File: config.mk
export PLATFORM = sky130hd
export DESIGN_NAME = psd_port2_strap_defaults
export DESIGN_NICKNAME = d
export VERILOG_FILES = /design/src/verilog/psd_pkg.sv /design/src/verilog/psd_strap_if.sv /design/src/verilog/psd_port2_strap_defaults.sv /design/src/verilog/psd_strap_decode.sv
export SDC_FILE = /design/constraint.sdc
export NUM_CORES = 1
export LEC_CHECK = 0
export BUFFER_PORTS_ARGS = -buffer_cell sky130_fd_sc_hd__buf_4
export CAP_MARGIN = 20
export CORE_MARGIN = 2
export CORE_UTILIZATION = 38
export DETAILED_ROUTE_END_ITERATION = 16
export GPL_TIMING_DRIVEN = 0
export PLACE_DENSITY = 0.79
export SLEW_MARGIN = 20
export SYNTH_ARGS = -nofsm -noshare
export SYNTH_HDL_FRONTEND = slang
export SYNTH_SLANG_ARGS = --single-unit
File: constraint.sdc
create_clock -name clk -period 1.8 [get_ports clk]
set_input_delay 0.18 -clock clk [delete_from_list [all_inputs] [get_ports clk]]
set_output_delay 0.18 -clock clk [all_outputs]
set_load 0.01 [all_outputs]
File: src/verilog/psd_pkg.sv
// Constants shared by the port 2 strap defaults block
package psd_pkg;

    // ==============================
    // Register map (byte addresses)
    localparam logic [3:0] OFF_BASIC_CTRL = 4'h0;
    localparam logic [3:0] OFF_NEG_ADVERT = 4'h4;
    localparam logic [3:0] OFF_OP_MODES = 4'h8;
    localparam logic [3:0] OFF_STRAP_STAT = 4'hC;

    // ==============================
    // Field positions
    localparam int BIT_NEG_EN = 12;
    localparam int BIT_RATE_LSB = 13;
    localparam int BIT_FULL_HALF = 8;
    localparam int BIT_ADV_10_FD = 6;
    localparam int BIT_ADV_10_HD = 5;
    localparam int MODE_LSB = 5;
    localparam int MODE_W = 3;
    localparam int STRAP_NEG = 2;
    localparam int STRAP_RATE = 1;
    localparam int STRAP_FH = 0;

    // ==============================
    // Operating mode encodings
    localparam logic [2:0] MODE_NEG_ALL = 3'h7;
    localparam logic MODE_FORCED_MSB = 1'h0;

    // ==============================
    // Values held while reset is asserted
    localparam logic RST_BIT = 1'h0;
    localparam logic [2:0] RST_MODE = 3'h0;
    localparam logic [31:0] RST_WORD = 32'h0000_0000;

endpackage

File: src/verilog/psd_strap_if.sv
// Carrier between the strap decoder and the register block
`timescale 1ns/1ps
interface psd_strap_if;
    logic neg_strap;
    logic rate_strap;
    logic fh_strap;
    logic dflt_neg_en;
    logic dflt_rate_lsb;
    logic dflt_full_half;
    logic dflt_adv_fd;
    logic dflt_adv_hd;
    logic [2:0] dflt_mode;

    modport dec
    (
        input neg_strap,
        input rate_strap,
        input fh_strap,
        output dflt_neg_en,
        output dflt_rate_lsb,
        output dflt_full_half,
        output dflt_adv_fd,
        output dflt_adv_hd,
        output dflt_mode
    );

    modport top
    (
        output neg_strap,
        output rate_strap,
        output fh_strap,
        input dflt_neg_en,
        input dflt_rate_lsb,
        input dflt_full_half,
        input dflt_adv_fd,
        input dflt_adv_hd,
        input dflt_mode
    );
endinterface
File: src/verilog/psd_port2_strap_defaults.sv
// Port 2 PHY strap defaults with a Wishbone register view
//
// The register offsets and register access over Wishbone were decided locally.
`timescale 1ns/1ps

// Summary of operation
// - A low negotiation strap makes automatic negotiation default off, a high one makes it default on.
// - The negotiation strap also shapes the rate, duplex, both 10 Mb advertisement and operating mode defaults.
// - The rate strap sets the rate select default: low is 10 Mbps, high is 100 Mbps.
// - The rate strap also shapes both 10 Mb advertisement defaults and the operating mode default.
// - The duplex strap sets the duplex default: low is half duplex, high is full duplex.
// - The duplex strap shapes the 10 Mb full duplex advertisement and mode defaults but not half duplex.
module psd_port2_strap_defaults
#(
    parameter int ADDR_W = 4
)
(
    input wire logic clk,
    input wire logic reset_n,
    input wire logic port2_negotiation_pin,
    input wire logic port2_rate_default_input,
    input wire logic port2_full_half_default_input,
    input wire logic wb_cyc_i,
    input wire logic wb_stb_i,
    input wire logic wb_we_i,
    input wire logic [ADDR_W-1:0] wb_adr_i,
    input wire logic [3:0] wb_sel_i,
    input wire logic [31:0] wb_dat_i,
    output logic [31:0] wb_dat_o,
    output logic wb_ack_o,
    output logic basic_ctrl_negotiation_enable_bit,
    output logic basic_ctrl_rate_lsb_bit,
    output logic basic_ctrl_full_half_bit,
    output logic adv_10_full_bit,
    output logic adv_10_half_bit,
    output logic [2:0] phy_operating_mode_field
);
    // ==============================
    // State
    logic load_ff;
    logic ack_ff;
    logic [31:0] rdata_ff;
    logic neg_en_ff;
    logic rate_ff;
    logic fh_ff;
    logic adv_fd_ff;
    logic adv_hd_ff;
    logic [2:0] mode_ff;
    logic [2:0] strap_ff;

    psd_strap_if sif ();

    // ==============================
    // Strap decode
    assign sif.neg_strap = port2_negotiation_pin;
    assign sif.rate_strap = port2_rate_default_input;
    assign sif.fh_strap = port2_full_half_default_input;

    psd_strap_decode u_decode
    (
        .sif(sif.dec)
    );

    // ==============================
    // Bus decode
    // Requests wait out the load cycle so a write cannot race the defaults
    wire [3:0] adr_lo = 4'(wb_adr_i);
    // Address bits above the map make the access unmapped instead of aliasing a register
    wire adr_in_map = ((wb_adr_i >> 4) == '0);
    wire req = wb_cyc_i & wb_stb_i & ~ack_ff & ~load_ff;
    wire wr = req & wb_we_i;
    wire sel_basic = adr_in_map & (adr_lo == psd_pkg::OFF_BASIC_CTRL);
    wire sel_adv = adr_in_map & (adr_lo == psd_pkg::OFF_NEG_ADVERT);
    wire sel_mode = adr_in_map & (adr_lo == psd_pkg::OFF_OP_MODES);
    wire sel_stat = adr_in_map & (adr_lo == psd_pkg::OFF_STRAP_STAT);
    wire wr_basic = wr & sel_basic & wb_sel_i[1];
    wire wr_adv = wr & sel_adv & wb_sel_i[0];
    wire wr_mode = wr & sel_mode & wb_sel_i[0];

    logic [31:0] word_basic;
    logic [31:0] word_adv;
    logic [31:0] word_mode;
    logic [31:0] word_stat;
    always_comb
    begin
        word_basic = psd_pkg::RST_WORD;
        word_basic[psd_pkg::BIT_NEG_EN] = neg_en_ff;
        word_basic[psd_pkg::BIT_RATE_LSB] = rate_ff;
        word_basic[psd_pkg::BIT_FULL_HALF] = fh_ff;
        word_adv = psd_pkg::RST_WORD;
        word_adv[psd_pkg::BIT_ADV_10_FD] = adv_fd_ff;
        word_adv[psd_pkg::BIT_ADV_10_HD] = adv_hd_ff;
        word_mode = psd_pkg::RST_WORD;
        word_mode[psd_pkg::MODE_LSB +: psd_pkg::MODE_W] = mode_ff;
        word_stat = psd_pkg::RST_WORD;
        word_stat[psd_pkg::STRAP_NEG] = strap_ff[psd_pkg::STRAP_NEG];
        word_stat[psd_pkg::STRAP_RATE] = strap_ff[psd_pkg::STRAP_RATE];
        word_stat[psd_pkg::STRAP_FH] = strap_ff[psd_pkg::STRAP_FH];
    end

    // Unmapped addresses read zero and ignore writes
    wire [31:0] nxt_rdata = sel_basic ? word_basic :
                            sel_adv ? word_adv :
                            sel_mode ? word_mode :
                            sel_stat ? word_stat : psd_pkg::RST_WORD;

    // ==============================
    // Bus answer
    always_ff @(posedge clk)
    begin
        if (!reset_n)
        begin
            ack_ff <= 1'b0;
            rdata_ff <= psd_pkg::RST_WORD;
        end
        else
        begin
            ack_ff <= req;
            if (req)
            begin
                rdata_ff <= nxt_rdata;
            end
        end
    end

    // ==============================
    // Load sequencing
    // Straps are sampled one edge after reset release, never by the reset itself
    always_ff @(posedge clk)
    begin
        if (!reset_n)
        begin
            load_ff <= 1'b1;
            strap_ff <= 3'h0;
        end
        else if (load_ff)
        begin
            load_ff <= 1'b0;
            strap_ff <= {port2_negotiation_pin, port2_rate_default_input, port2_full_half_default_input};
        end
    end

    // ==============================
    // Basic control fields
    // defaults at load, software after
    always_ff @(posedge clk)
    begin
        if (!reset_n)
        begin
            neg_en_ff <= psd_pkg::RST_BIT;
            rate_ff <= psd_pkg::RST_BIT;
            fh_ff <= psd_pkg::RST_BIT;
        end
        else if (load_ff)
        begin
            neg_en_ff <= sif.dflt_neg_en;
            rate_ff <= sif.dflt_rate_lsb;
            fh_ff <= sif.dflt_full_half;
        end
        else if (wr_basic)
        begin
            neg_en_ff <= wb_dat_i[psd_pkg::BIT_NEG_EN];
            rate_ff <= wb_dat_i[psd_pkg::BIT_RATE_LSB];
            fh_ff <= wb_dat_i[psd_pkg::BIT_FULL_HALF];
        end
    end

    // ==============================
    // Advertisement fields
    // defaults at load, software after
    always_ff @(posedge clk)
    begin
        if (!reset_n)
        begin
            adv_fd_ff <= psd_pkg::RST_BIT;
            adv_hd_ff <= psd_pkg::RST_BIT;
        end
        else if (load_ff)
        begin
            adv_fd_ff <= sif.dflt_adv_fd;
            adv_hd_ff <= sif.dflt_adv_hd;
        end
        else if (wr_adv)
        begin
            adv_fd_ff <= wb_dat_i[psd_pkg::BIT_ADV_10_FD];
            adv_hd_ff <= wb_dat_i[psd_pkg::BIT_ADV_10_HD];
        end
    end

    // ==============================
    // Operating mode field
    // defaults at load, software after
    always_ff @(posedge clk)
    begin
        if (!reset_n)
        begin
            mode_ff <= psd_pkg::RST_MODE;
        end
        else if (load_ff)
        begin
            mode_ff <= sif.dflt_mode;
        end
        else if (wr_mode)
        begin
            mode_ff <= wb_dat_i[psd_pkg::MODE_LSB +: psd_pkg::MODE_W];
        end
    end

    // ==============================
    // Outputs
    assign wb_ack_o = ack_ff;
    assign wb_dat_o = rdata_ff;
    assign basic_ctrl_negotiation_enable_bit = neg_en_ff;
    assign basic_ctrl_rate_lsb_bit = rate_ff;
    assign basic_ctrl_full_half_bit = fh_ff;
    assign adv_10_full_bit = adv_fd_ff;
    assign adv_10_half_bit = adv_hd_ff;
    assign phy_operating_mode_field = mode_ff;
endmodule

File: src/verilog/psd_strap_decode.sv
// Combinational decode of the three port 2 straps into field defaults
`timescale 1ns/1ps
module psd_strap_decode
(
    psd_strap_if.dec sif
);
    // ==============================
    // Decode
    // negotiation enable default
    assign sif.dflt_neg_en = sif.neg_strap;

    // rate default, forced high by negotiation
    assign sif.dflt_rate_lsb = sif.rate_strap | sif.neg_strap;

    // duplex default, forced full by negotiation
    assign sif.dflt_full_half = sif.fh_strap | sif.neg_strap;

    // 10 Mb full duplex advertised only if duplex allows it
    assign sif.dflt_adv_fd = sif.fh_strap & (sif.neg_strap | ~sif.rate_strap);

    // 10 Mb half duplex advertised unless forced to 100 Mbps
    assign sif.dflt_adv_hd = sif.neg_strap | ~sif.rate_strap;

    // operating mode: all capable, or forced rate and duplex
    assign sif.dflt_mode = sif.neg_strap ? psd_pkg::MODE_NEG_ALL
                                         : {psd_pkg::MODE_FORCED_MSB, sif.rate_strap, sif.fh_strap};
endmodule

==> flow_summary.toml <==
[sta]
drv_slew = 0
max_freq_mhz = 603
finalSetupViolCount = 0
relSlewSlack_pct = 63.1
timing.clock.skew_ns = 0.0107
min_period_ns = 1.66
holdWs_ns = 0.125
tightestPinTransition_ns = 0.548
finalCritPeriodShare_pct = 92.1
final_hold_viol_count = 0

[global_routing]
met1_usage_pct = 16.9
grt_pass1_vias = 1013
grt_pass1_wl_um = 4180
grt_max_degree = 12
antenna_found_initial = 0
top_usage_layer = "met2"
grt_util_met3_pct = 2.90
grt_use_total_pct = 15.9
grtUsageMet2_pct = 29.4
gr-total-overflow = 0

[clock_tree]
clkLatencyLatePin_ns = 0.31
path_clk_slew_ns = 0.12
cts_made_buffers = 3
clock-sinks = 22
clock_path_buffers = 2
cts_root_buffer = "clkbuf_4"
htree_levels = 1
postCtsHoldBufs = 0
cts_tree = "done"

[routing]
wire_per_inst_um = 12.1
first_iter_violations = 50
drcViolationCount = 0
viasPerCell = 4.79
first_pass_iters = 4
antenna_left = 0
num_vias = 1064
wirelength_um = 2690

[logic_synthesis]
seq_area_frac_synth_pct = 39.8
syn_inst = 126
synth_edf_count = 0
synthTopCellsByCount = "buf_4 (23), dfxtp_1 (22), nor2_1 (18), a22oi_1 (8), nor3_1 (8)"
ys.flop_type = "dfxtp_1"
avgSynthCellArea_sq_um = 8.78
yosysWarnings = 0
yosysTopAreaCellShare_pct = 39.8
ys_async_sr_fraction_pct = 0
syn_area_sq_um = 1110
synth_cell_types = 26
yosysTopAreaCell = "dfxtp_1"
yosysMostFrequentCell = "buf_4"
synth-seq-cells = 22
synth_area_leaders = "dfxtp_1 (40%), buf_4 (16%), nor2_1 (6.1%)"

[power]
power.leakage_nw = 0.746
vdd_drop_max_v = 0.000506
power_density_nw_per_um2 = 604

[critical_path]
path_buf_inv = 0
path_max_fanout = 6
crit_path_end_kind = "flip-flop"
cp.arrival_ns = 1.87
max_stage_delay_ns = 0.45
worstSetupStartpointType = "flip-flop"
crit_chain = "nand4bb_4 > nor4_4 > nand3_1 > a221oi_1"
required_ns = 2.01
critical-path-top-delay-family = "simple AND/OR/NAND/NOR gates"
worstSetupPathType = "reg2reg"
crit_slowest_cell = "nor4_4"

[floorplan]
die_h_um = 58.0
die_area_sq_um = 3360
pin_count = 89
start_util_pct = 40.1
row_count = 19
chipWidth_um = 58.0
core-area_sq_um = 2760

[placed_design]
post_dp_cell_area_sq_um = 1510
hpwl_um = 2120
gp_congestion = 0.796
port_buffers = 37

[layout]
diodes = 0
fin_nets = 241
design_area_sq_um = 1560
drive_gt1_share_pct = 38.2
syn_to_final_growth_pct = 40.7
final_core_util_pct = 56.4

[status]
outcome = "completed"

[worst_hold_path]
min_path_type = "in2reg"

[flow_run]
drv_cap = 0
cell type report:
class | count | area (sq um)
Buffer | 27 | 189
Clock buffer | 3 | 22.5
Fill cell | 262 | 1200
Inverter | 2 | 7.51
Multi-Input combinational cell | 97 | 558
Sequential cell | 22 | 440
Tap cell | 31 | 38.8
Timing Repair Buffer | 40 | 300
per-layer routing:
layer | wire, um | part of all wire [%] | vias to the layer above
li1 | - | - | 526
met1 | 974 | 36 | 478
met2 | 1430 | 53 | 51
met3 | 214 | 7.9 | 9
met4 | 78 | 2.9 | 0
met5 | 0 | 0 | -
worst min-delay path, cell delays in order:
cell	delay (ns)
buf_4	0.08
nand3_1	0.06
nand3_1	0.08
layout by cell type (no fill, tap or decap), types with 4 or more instances in the layout:
cell      count
buf_4        63
conb_1       23
dfxtp_1      22
nor2_1       18
nor3_1        8
a22oi_1       8
nand2_1       7
o21ai_0       5
a211oi_1      4
registers in the layout, summed over array words and instances (netlist names):
register,flops
basic_ctrl_rate_lsb_bit,1
load_ff,1
basic_ctrl_negotiation_enable_bit,1
strap_ff,3
wb_dat_o,9
adv_10_half_bit,1
wb_ack_o,1
phy_operating_mode_field,3
adv_10_full_bit,1
basic_ctrl_full_half_bit,1
cell families (layout without fill, tap and decap cells):
kind of cell           after synthesis  after routing  synth area share, %
buffers and inverters               29             72                 17.8
and+or+nand+nor                     49             49                 25.0
muxes                                3              3                 2.72
other                                1             23                0.339
DFF                                 22             22                 39.8
AOI/OAI and AO/OA                   22             22                 14.4
worst paths after layout:
kind,to,slack [ns],from,depth (start not counted)
setup / recovery,basic_ctrl_negotiation_enable_bit,0.14,wb_ack_o,4
hold / removal,adv_10_full_bit,0.13,wb_dat_i[6],3
setup reg to reg,basic_ctrl_negotiation_enable_bit,0.14,wb_ack_o,4
hold reg to reg,wb_dat_o[12],0.52,wb_dat_o[12],2
where the power goes:
part | total (mW) | internal [mW] | switching (mW)
combinational | 0.201 | 0.103 | 0.0977
clock | 0.219 | 0.0782 | 0.141
sequential | 0.520 | 0.506 | 0.0144
total | 0.940 | 0.687 | 0.253
per-stage QoR:
step / setup TNS, ns / worst slack, ns / power [mW] / cells
after floorplan: 0 / 0.333 / 0.649 / 148
after global placement: 0 / 0.206 / 0.723 / 216
after detailed placement: 0 / 0.147 / 0.727 / 216
after CTS: 0 / 0.131 / 0.934 / 219
after global routing: -0.0455 / -0.0193 / 0.979 / 222
final: 0 / 0.141 / 0.940 / 222
timing repair:
action / 4_1_cts / 5_1_grt
endpoints found under the setup margin: 0 / 2
setup buffers: 0 / 3
resized for setup: 0 / 1
(Power assumes the default switching activity.)
